$ cat src/hdl/cdbu_pkg.sv
package cdbu_pkg;

  // ==========================================================================
  // sizes
  localparam int NUM_THREADS = 8;
  localparam int NUM_BRK = 4;
  localparam int NUM_SCRATCH = 8;
  localparam int STAT_WIDTH = 11;

  // ==========================================================================
  // register offsets
  localparam logic [7:0] ADDR_SAVED_STATUS = 8'h10;
  localparam logic [7:0] ADDR_SAVED_PC = 8'h11;
  localparam logic [7:0] ADDR_SAVED_SP = 8'h12;
  localparam logic [7:0] ADDR_READ_THREAD_SEL = 8'h13;
  localparam logic [7:0] ADDR_READ_REG_SEL = 8'h14;
  localparam logic [7:0] ADDR_INT_CAUSE = 8'h15;
  localparam logic [7:0] ADDR_INT_INFO = 8'h16;
  localparam logic [7:0] ADDR_STOP_MASK = 8'h18;
  localparam logic [7:0] ADDR_SCRATCH_BASE = 8'h20;
  localparam logic [7:0] ADDR_IBRK_ADDR_BASE = 8'h30;
  localparam logic [7:0] ADDR_IBRK_CTL_BASE = 8'h40;

  // ==========================================================================
  // field layouts
  // status copy: bit 5 reserved, bit 8 (issue mode) captured but read-only
  localparam logic [10:0] STAT_CAPTURE_MASK = 11'h7DF;
  localparam logic [10:0] STAT_WRITE_MASK = 11'h6DF;
  localparam int IBRK_EN_BIT = 0;
  localparam int IBRK_NE_BIT = 1;
  localparam int IBRK_THREAD_LSB = 16;
  localparam int CAUSE_THREAD_LSB = 8;
  localparam int CAUSE_IDX_LSB = 16;

  // ==========================================================================
  // reset values
  localparam logic [31:0] WORD_RESET = 32'h0000_0000;
  localparam logic [10:0] STAT_RESET = 11'h000;
  localparam logic [7:0] BYTE_RESET = 8'h00;
  localparam logic [4:0] REG_SEL_RESET = 5'h00;
  localparam logic [1:0] IDX_RESET = 2'h0;

  // ==========================================================================
  // debug interrupt causes
  typedef enum logic [2:0] {
    CAUSE_NONE    = 3'b000,
    CAUSE_HOST    = 3'b001,
    CAUSE_CALL    = 3'b010,
    CAUSE_IBRK    = 3'b011,
    CAUSE_DATA_WP = 3'b100,
    CAUSE_RES_WP  = 3'b101
  } cdbu_cause_e;

  // lowest set bit of a four-way hit vector
  function automatic logic [1:0] cdbu_lowest(input logic [3:0] v);
    logic [1:0] r;
    r = 2'h3;
    if (v[2]) r = 2'h2;
    if (v[1]) r = 2'h1;
    if (v[0]) r = 2'h0;
    return r;
  endfunction

endpackage

$ cat src/hdl/cdbu_ibrk_match.sv
`timescale 1ns/100ps
module cdbu_ibrk_match (
  input wire logic pc_valid,                     // pc sample valid
  input wire logic [2:0] pc_thread,              // thread of pc sample
  input wire logic [31:0] pc_value,              // program counter
  input wire logic [3:0][31:0] brk_addr,         // breakpoint addresses
  input wire logic [3:0] brk_en,                 // breakpoint enables
  input wire logic [3:0] brk_ne,                 // not-equal condition
  input wire logic [3:0][7:0] brk_thread_en,     // per-thread enables
  output logic hit,                              // any breakpoint fires
  output logic [1:0] hit_idx                     // lowest firing index
);

  logic [3:0] brk_hit;

  // ==========================================================================
  // per-breakpoint compare
  generate
    for (genvar i = 0; i < cdbu_pkg::NUM_BRK; i++) begin : g_cmp
      logic addr_eq;
      assign addr_eq = (pc_value == brk_addr[i]); // [RULE17]
      assign brk_hit[i] = pc_valid & brk_en[i] // [RULE20]
                        & brk_thread_en[i][pc_thread] // [RULE18]
                        & (addr_eq ^ brk_ne[i]); // [RULE19]
    end
  endgenerate

  assign hit = |brk_hit;
  assign hit_idx = cdbu_pkg::cdbu_lowest(brk_hit); // [RULE10]

endmodule

$ cat src/hdl/cdbu_core.sv
// How it works
// [RULE1] capture saved status word on debug entry
// [RULE2] capture saved program counter, software rewritable
// [RULE3] capture saved stack pointer, software rewritable
// [RULE4] status copy keeps the seven thread flags
// [RULE5] asid, kernel issue writable; issue mode read-only
// [RULE6] software sets target thread before register read
// [RULE7] software sets register number before register read
// [RULE8] record cause code, reset to zero
// [RULE9] record breakpoint index, zero for host/call
// [RULE10] simultaneous hits report lowest index
// [RULE11] record triggering thread, zero for host
// [RULE12] data watchpoint stores effective address
// [RULE13] resource watchpoint stores resource identifier
// [RULE14] masked threads stay stopped outside debug
// [RULE15] masked threads stay halted after debug return
// [RULE16] eight scratch words shared with tile config
// [RULE17] four breakpoints compare pc against address
// [RULE18] per-thread enable byte, reset zero
// [RULE19] control bit 1 selects equal or differ
// [RULE20] disabled breakpoint never fires
// [RULE21] cause, thread, index, data updated together
`timescale 1ns/100ps
module cdbu_core (
  input wire logic core_clk,                   // core clock, 250 MHz
  input wire logic rst,                        // async reset, active high
  input wire logic ps_wr_en,                   // status register write
  input wire logic ps_rd_en,                   // status register read
  input wire logic [7:0] ps_addr,              // status register number
  input wire logic [31:0] ps_wdata,            // write data
  output logic [31:0] ps_rdata,                // read data, next cycle
  output logic ps_rd_valid,                    // read data valid pulse
  input wire logic cfg_wr_en,                  // tile config scratch write
  input wire logic cfg_rd_en,                  // tile config scratch read
  input wire logic [2:0] cfg_index,            // scratch word index
  input wire logic [31:0] cfg_wdata,           // config write data
  output logic [31:0] cfg_rdata,               // config read data
  output logic cfg_rd_valid,                   // config read valid pulse
  input wire logic host_req,                   // host debug request
  input wire logic call_req,                   // debug call executed
  input wire logic [2:0] call_thread,          // thread of debug call
  input wire logic pc_valid,                   // pc sample valid
  input wire logic [2:0] pc_thread,            // thread issuing pc
  input wire logic [31:0] pc_value,            // issuing pc
  input wire logic [3:0] data_wp_hit,          // data watchpoint hits
  input wire logic [31:0] data_wp_addr,        // effective address
  input wire logic [3:0] res_wp_hit,           // resource watchpoint hits
  input wire logic [31:0] res_wp_id,           // resource identifier
  input wire logic [2:0] wp_thread,            // thread of watchpoint
  input wire logic [10:0] cur_status,          // live status word
  input wire logic [31:0] cur_pc,              // live resume pc
  input wire logic [31:0] cur_sp,              // live stack pointer
  input wire logic debug_return,               // return from debug pulse
  output logic debug_entry,                    // entry taken pulse
  output logic debug_mode,                     // in debug mode
  output logic [7:0] thread_stop,              // threads held stopped
  output logic [7:0] read_thread_sel,          // register-read thread
  output logic [4:0] read_reg_sel,             // register-read number
  output logic [10:0] return_status,           // status restored on return
  output logic [31:0] return_pc,               // pc restored on return
  output logic [31:0] return_sp                // sp restored on return
);

  // ==========================================================================
  // state
  logic [10:0] saved_status;
  logic [31:0] saved_pc, saved_sp, int_info;
  logic [7:0] thread_sel, cause_thread, stop_mask;
  logic [4:0] reg_sel;
  cdbu_pkg::cdbu_cause_e cause;
  logic [1:0] cause_idx;
  logic [31:0] scratch [cdbu_pkg::NUM_SCRATCH];
  logic [3:0][31:0] brk_addr;
  logic [3:0] brk_en, brk_ne;
  logic [3:0][7:0] brk_thread_en;

  // ==========================================================================
  // breakpoint compare and entry arbitration
  logic ibrk_hit, take, dwp_any, rwp_any;
  logic [1:0] ibrk_idx, next_idx;
  cdbu_pkg::cdbu_cause_e next_cause;
  logic [7:0] next_thread;
  logic [31:0] next_info;

  cdbu_ibrk_match u_match (
    .pc_valid(pc_valid),
    .pc_thread(pc_thread),
    .pc_value(pc_value),
    .brk_addr(brk_addr),
    .brk_en(brk_en),
    .brk_ne(brk_ne),
    .brk_thread_en(brk_thread_en),
    .hit(ibrk_hit),
    .hit_idx(ibrk_idx)
  );
  assign dwp_any = |data_wp_hit;
  assign rwp_any = |res_wp_hit;
  // no nesting: a second event while in debug is dropped
  assign take = ~debug_mode
              & (host_req | call_req | ibrk_hit | dwp_any | rwp_any);

  // fixed priority: host, call, instruction, data, resource
  assign next_cause = host_req  ? cdbu_pkg::CAUSE_HOST :
                      call_req  ? cdbu_pkg::CAUSE_CALL :
                      ibrk_hit  ? cdbu_pkg::CAUSE_IBRK :
                      dwp_any   ? cdbu_pkg::CAUSE_DATA_WP :
                                  cdbu_pkg::CAUSE_RES_WP; // [RULE8]
  assign next_idx = (host_req | call_req) ? cdbu_pkg::IDX_RESET : // [RULE9]
                    ibrk_hit ? ibrk_idx :
                    dwp_any  ? cdbu_pkg::cdbu_lowest(data_wp_hit) :
                               cdbu_pkg::cdbu_lowest(res_wp_hit); // [RULE10]
  assign next_thread = host_req  ? cdbu_pkg::BYTE_RESET : // [RULE11]
                       call_req  ? {5'h00, call_thread} :
                       ibrk_hit  ? {5'h00, pc_thread} :
                                   {5'h00, wp_thread};
  assign next_info = (host_req | call_req | ibrk_hit) ? cdbu_pkg::WORD_RESET :
                     dwp_any ? data_wp_addr : // [RULE12]
                               res_wp_id; // [RULE13]

  // ==========================================================================
  // register decode
  logic wr, sel_scratch, sel_ibrk_addr, sel_ibrk_ctl;
  logic [2:0] sub8;
  logic [1:0] sub4;

  // writes are debug-only, so they never collide with a capture
  assign wr = ps_wr_en & debug_mode;
  assign sub8 = ps_addr[2:0];
  assign sub4 = ps_addr[1:0];
  assign sel_scratch = (ps_addr[7:3] == cdbu_pkg::ADDR_SCRATCH_BASE[7:3]);
  assign sel_ibrk_addr = (ps_addr[7:2] == cdbu_pkg::ADDR_IBRK_ADDR_BASE[7:2]);
  assign sel_ibrk_ctl = (ps_addr[7:2] == cdbu_pkg::ADDR_IBRK_CTL_BASE[7:2]);

  // ==========================================================================
  // entry capture and debug mode
  always_ff @(posedge core_clk or posedge rst) begin
    if (rst) begin
      debug_mode <= 1'b0;
      debug_entry <= 1'b0;
    end else begin
      debug_entry <= take;
      if (take)
        debug_mode <= 1'b1;
      else if (debug_return)
        debug_mode <= 1'b0;
    end
  end
  always_ff @(posedge core_clk or posedge rst) begin
    if (rst) begin
      saved_status <= cdbu_pkg::STAT_RESET;
    end else if (take) begin
      saved_status <= cur_status & cdbu_pkg::STAT_CAPTURE_MASK; // [RULE1]
    end else if (wr && ps_addr == cdbu_pkg::ADDR_SAVED_STATUS) begin
      saved_status <= (ps_wdata[10:0] & cdbu_pkg::STAT_WRITE_MASK) // [RULE4]
                    | (saved_status & ~cdbu_pkg::STAT_WRITE_MASK); // [RULE5]
    end
  end
  always_ff @(posedge core_clk or posedge rst) begin
    if (rst) begin
      saved_pc <= cdbu_pkg::WORD_RESET;
      saved_sp <= cdbu_pkg::WORD_RESET;
    end else if (take) begin
      saved_pc <= cur_pc; // [RULE2]
      saved_sp <= cur_sp; // [RULE3]
    end else begin
      if (wr && ps_addr == cdbu_pkg::ADDR_SAVED_PC)
        saved_pc <= ps_wdata; // [RULE2]
      if (wr && ps_addr == cdbu_pkg::ADDR_SAVED_SP)
        saved_sp <= ps_wdata; // [RULE3]
    end
  end
  // on entry all four fields change in one edge
  always_ff @(posedge core_clk or posedge rst) begin
    if (rst) begin
      cause <= cdbu_pkg::CAUSE_NONE; // [RULE8]
      cause_thread <= cdbu_pkg::BYTE_RESET;
      cause_idx <= cdbu_pkg::IDX_RESET;
      int_info <= cdbu_pkg::WORD_RESET;
    end else if (take) begin
      cause <= next_cause; // [RULE21]
      cause_thread <= next_thread;
      cause_idx <= next_idx;
      int_info <= next_info;
    end else begin
      if (wr && ps_addr == cdbu_pkg::ADDR_INT_CAUSE) begin
        cause <= cdbu_pkg::cdbu_cause_e'(ps_wdata[2:0]);
        cause_thread <= ps_wdata[15:8];
        cause_idx <= ps_wdata[17:16];
      end
      if (wr && ps_addr == cdbu_pkg::ADDR_INT_INFO)
        int_info <= ps_wdata;
    end
  end
  always_ff @(posedge core_clk or posedge rst) begin
    if (rst) begin
      thread_sel <= cdbu_pkg::BYTE_RESET;
      reg_sel <= cdbu_pkg::REG_SEL_RESET;
      stop_mask <= cdbu_pkg::BYTE_RESET;
    end else if (wr) begin
      if (ps_addr == cdbu_pkg::ADDR_READ_THREAD_SEL)
        thread_sel <= ps_wdata[7:0]; // [RULE6]
      if (ps_addr == cdbu_pkg::ADDR_READ_REG_SEL)
        reg_sel <= ps_wdata[4:0]; // [RULE7]
      if (ps_addr == cdbu_pkg::ADDR_STOP_MASK)
        stop_mask <= ps_wdata[7:0];
    end
  end

  // ==========================================================================
  // scratch words and breakpoint registers
  generate
    for (genvar i = 0; i < cdbu_pkg::NUM_SCRATCH; i++) begin : g_scr
      // processor port wins a same-cycle clash with the config port
      always_ff @(posedge core_clk or posedge rst) begin
        if (rst)
          scratch[i] <= cdbu_pkg::WORD_RESET;
        else if (wr && sel_scratch && sub8 == 3'(i))
          scratch[i] <= ps_wdata; // [RULE16]
        else if (cfg_wr_en && cfg_index == 3'(i))
          scratch[i] <= cfg_wdata; // [RULE16]
      end
    end
    for (genvar i = 0; i < cdbu_pkg::NUM_BRK; i++) begin : g_brk
      always_ff @(posedge core_clk or posedge rst) begin
        if (rst) begin
          brk_addr[i] <= cdbu_pkg::WORD_RESET;
          brk_en[i] <= 1'b0; // [RULE20]
          brk_ne[i] <= 1'b0;
          brk_thread_en[i] <= cdbu_pkg::BYTE_RESET; // [RULE18]
        end else if (wr && sel_ibrk_addr && sub4 == 2'(i)) begin
          brk_addr[i] <= ps_wdata; // [RULE17]
        end else if (wr && sel_ibrk_ctl && sub4 == 2'(i)) begin
          brk_en[i] <= ps_wdata[cdbu_pkg::IBRK_EN_BIT];
          brk_ne[i] <= ps_wdata[cdbu_pkg::IBRK_NE_BIT]; // [RULE19]
          brk_thread_en[i] <= ps_wdata[cdbu_pkg::IBRK_THREAD_LSB +: 8];
        end
      end
    end
  endgenerate

  // ==========================================================================
  // read path
  logic [31:0] rd_mux, ctl_word, cause_word;

  assign ctl_word = {8'h00, brk_thread_en[sub4], 14'h0000,
                     brk_ne[sub4], brk_en[sub4]};
  assign cause_word = {14'h0000, cause_idx, cause_thread, 5'h00, cause};
  assign rd_mux =
    (ps_addr == cdbu_pkg::ADDR_SAVED_STATUS)    ? {21'h00_0000, saved_status} :
    (ps_addr == cdbu_pkg::ADDR_SAVED_PC)        ? saved_pc :
    (ps_addr == cdbu_pkg::ADDR_SAVED_SP)        ? saved_sp :
    (ps_addr == cdbu_pkg::ADDR_READ_THREAD_SEL) ? {24'h00_0000, thread_sel} :
    (ps_addr == cdbu_pkg::ADDR_READ_REG_SEL)    ? {27'h000_0000, reg_sel} :
    (ps_addr == cdbu_pkg::ADDR_INT_CAUSE)       ? cause_word :
    (ps_addr == cdbu_pkg::ADDR_INT_INFO)        ? int_info :
    (ps_addr == cdbu_pkg::ADDR_STOP_MASK)       ? {24'h00_0000, stop_mask} :
    sel_scratch                                 ? scratch[sub8] :
    sel_ibrk_addr                               ? brk_addr[sub4] :
    sel_ibrk_ctl                                ? ctl_word :
                                                  cdbu_pkg::WORD_RESET;

  always_ff @(posedge core_clk or posedge rst) begin
    if (rst) begin
      ps_rdata <= cdbu_pkg::WORD_RESET;
      ps_rd_valid <= 1'b0;
      cfg_rdata <= cdbu_pkg::WORD_RESET;
      cfg_rd_valid <= 1'b0;
    end else begin
      ps_rd_valid <= ps_rd_en;
      cfg_rd_valid <= cfg_rd_en;
      if (ps_rd_en)
        ps_rdata <= rd_mux;
      if (cfg_rd_en)
        cfg_rdata <= scratch[cfg_index]; // [RULE16]
    end
  end

  // ==========================================================================
  // outputs
  // mask only bites outside debug, which also covers the return
  assign thread_stop = debug_mode ? cdbu_pkg::BYTE_RESET
                                  : stop_mask; // [RULE14][RULE15]
  assign read_thread_sel = thread_sel;
  assign read_reg_sel = reg_sel;
  assign return_status = saved_status;
  assign return_pc = saved_pc;
  assign return_sp = saved_sp;
endmodule

$ cat config.mk
export PLATFORM = sky130hd
export DESIGN_NAME = cdbu_core
export DESIGN_NICKNAME = d
export VERILOG_FILES = /design/src/hdl/cdbu_pkg.sv /design/src/hdl/cdbu_ibrk_match.sv /design/src/hdl/cdbu_core.sv
export SDC_FILE = /design/constraint.sdc
export NUM_CORES = 2
export LEC_CHECK = 0
export BUFFER_PORTS_ARGS = -buffer_cell sky130_fd_sc_hd__buf_2
export CORE_UTILIZATION = 41
export CTS_CLUSTER_DIAMETER = 100
export DETAILED_ROUTE_END_ITERATION = 7
export REMOVE_ABC_BUFFERS = 1
export SLEW_MARGIN = 20
export SYNTH_ARGS = -nofsm -noshare
export SYNTH_HDL_FRONTEND = slang
export SYNTH_SLANG_ARGS = --single-unit
$ cat constraint.sdc
create_clock -name core_clk -period 26.1 [get_ports core_clk]
set_clock_uncertainty 0.05 [all_clocks]
set_input_delay 2.61 -clock core_clk [delete_from_list [all_inputs] [get_ports core_clk]]
set_output_delay 2.61 -clock core_clk [all_outputs]
set_load 0.01 [all_outputs]
==> run metrics <==
Worst setup EP type flip-flop; number of max-cap violations 0; largest net degree at the start of global routing 165; wire per inst 28.7 um; Total Nets Final 3700; RSZ-0062 raised after global routing false; CP dominant cell by count buf_4; Layout Cells excl Fill 4650; top_reg_cell synth dfrtp_1; post-synth cell types 64; worst-case reg-to-reg path depth 9; Hold Vio Cnt, Final 0; # setup viols final 0; I/O pin cnt 437; Critical Path Max Stage Delay 1.17 ns; Max Freq 160 MHz; DR vias 28000; gpl congestion 0.906; Syn Inst Count 3174; CP Depth 8; DR iter-0 viols 2968; Root Buffer clkbuf_16; CTS clk-pin slew, worst paths 0.06 ns; GR Overflow Total 0; reg-to-reg setup timing slack 21.62 ns; CP cell instances clkbuf_8, buf_4, nand2b_1, nor3_2, buf_4, a222oi_1, o2111ai_1, o21a_1; type of the worst min-delay path flip-flop to flip-flop; synthesized area per cell 11.3 um^2; placed inst area 38900 um^2; PortBufs 434; first-pass GRT wire length 194000 um; DRC 0; initial antenna violation count 28; synth top area cells dfrtp_1 (44%), mux4_2 (11%), mux2_2 (11%), mux2i_1 (10%), o21ai_0 (4.2%); Slowest cell on crit path a222oi_1; commonest non-fill, non-tap cell in the layout dfrtp_1; area of the multi-input gates 18900 um^2; Max Buffers Root-to-Sink 3; H-tree depth 3; CP Buf/Inv Count 3; reg2reg start brk_addr[56]; Yosys Warn Count 0; share of layout cells above drive strength 1 0.331; most frequent cells in the layout dfrtp_1 (631), buf_2 (431), mux2i_1 (357); post-synth top area share 0.441; crit path launch ps_addr[0]; setup total negative slack 0 ns; Slew Limit Fails 0; final instance area 41400 um^2; FF+latch count, synth 632; clk sinks 632; Async SR Flop Fraction 1.00; CP required 26.56 ns; min Tclk post-route 6.24 ns; vias in the first global route 27300; Die ar. 88700 um^2; maximum vdd drop 0.0493 mV; synthesis-to-layout area growth 15.3%; post-route ant nets 0; CP Class input port to flip-flop; R2R Path End cause_idx[0]; Synth area leader dfrtp_1; Core Util, Final 0.477; Rows 108; Worst-Skew Late Latency 0.65 ns; Tightest Pin Transition 1.30 ns; Worst EP arrival 6.70 ns; Worst slew margin 0.134; crit-path max FO 60; vias per inst 6.03; # Post-CTS Setup Buffers 0; Top delay family on crit path compound AO/OA/AOI/OAI gates; post-detail-place hpwl 87800 um; Syn Std Cell Area 35900 um^2; Initial Utilization 0.414; die height 298 um; post-synthesis sequential area ratio 0.441; # fillers 8041; Fin Hold WS 0.435 ns; Die W 298 um; DRT Wirelength 133000 um; CTS Buf Count 74; cts repair resizes 0; Worst setup SP type input port; Tcrit/Tclk final 0.239; core area 86800 um^2; Pre-antenna DRT Iters 6; CTS tree built; EDFF count, synth 0; Inst Count DP 4506; Hold-fix buffers, CTS 0; Pwr Density 68.2 nW/um^2; P_leak 18.6 nW; Total Routing Usage GR 0.297; run status complete, no violations; Storage cell area 15800 um^2; end of the critical path ps_rdata[13]
-- registers in the layout, summed over array words and instances, names as in the netlist --
signal           flops
cfg_rdata           32
read_thread_sel      8
cause_idx            2
brk_en               4
stop_mask            8
brk_thread_en       32
return_status       10
scratch            256
read_reg_sel         5
brk_ne               4
int_info            32
ps_rdata            32
debug_entry          1
ps_rd_valid          1
cause                3
return_pc           32
cause_thread         8
return_sp           32
brk_addr           128
cfg_rd_valid         1
debug_mode           1
-- synthesized netlist by cell type (5+ instances only) --
cell,number
inv_1,28
o21a_1,7
a22oi_1,24
buf_1,74
a22o_1,5
o22a_1,33
nor3_1,42
a31oi_1,7
o211ai_1,21
mux2_2,337
nor4_1,36
buf_2,15
o21ai_0,304
nand2b_1,9
xor2_1,128
nand3_1,9
mux4_2,174
a32o_1,6
nand4_1,8
a211oi_1,7
nand2_1,228
clkbuf_1,225
dfrtp_1,632
a21oi_1,153
mux2i_1,357
nor2b_1,20
a221oi_1,20
a222oi_1,5
o2111ai_1,23
nor2_1,172
-- metal layers --
layer | track usage | share of wire | wire [um] | vias to the layer above
met5 | 0 | 0.00096 | 128 | -
met4 | 0.104 | 0.033 | 4410 | 20
met3 | 0.0696 | 0.089 | 11800 | 242
met2 | 0.454 | 0.46 | 60800 | 1255
met1 | 0.413 | 0.42 | 56100 | 14300
li1 | - | - | - | 12200
-- area by class of cell --
class                   count  area share
clock buffers             118      0.0546
well taps                1155      0.0349
diodes                     10    0.000604
flip-flops and latches    632       0.382
inverters                  29     0.00281
multi-input cells        2195       0.456
clock inverters            16     0.00481
repair buffers            495      0.0643
-- through the flow --
stage | total power, W | setup slack [ns]
after floorplan | 0.00154 | 5.74
after global placement | 0.00176 | 19.33
after detailed placement | 0.00177 | 19.34
after CTS | 0.00284 | 20.01
after global routing | 0.00294 | 19.83
final | 0.00282 | 19.86
-- where the power goes --
part / switching, W / internal (W) / leakage (nW)
Clock: 0.000441 / 0.000624 / 1.21
Sequential: 0.000109 / 0.00112 / 7.94
Combinational: 0.000268 / 0.000260 / 9.45
-- worst min path at each step --
stage,startpoint,end,cells after the start
after floorplan,int_info[0],int_info[0],1
after global placement,ps_rdata[8],ps_rdata[8],1
after detailed placement,ps_rdata[8],ps_rdata[8],1
after CTS,ps_rdata[8],ps_rdata[8],1
after global routing,ps_rdata[11],ps_rdata[11],1
final,ps_rdata[8],ps_rdata[8],1
-- cell families (layout without fill, tap and decap cells) --
logic type,Yosys count,count (layout),synth area share
XOR/XNOR,129,129,0.0315
AND/OR/NAND/NOR,548,548,0.0668
flip-flops,632,632,0.441
AO/OA/AOI/OAI,645,645,0.107
buffers and inverters,347,658,0.0375
other,1,11,0.000104
multiplexers,872,872,0.316
-- worst reg2reg max path: stages, from the launching register on --
cell and delay (ns):
dfrtp_1 0.41, xor2_1 0.20, nor4_1 0.54, nand4_1 0.29, o31ai_1 0.39, a211o_1 0.29
o2111a_1 0.42, a21o_4 0.45, clkinv_1 0.73, o32a_1 0.57
No activity file was read; power rests on OpenSTA's default activity.
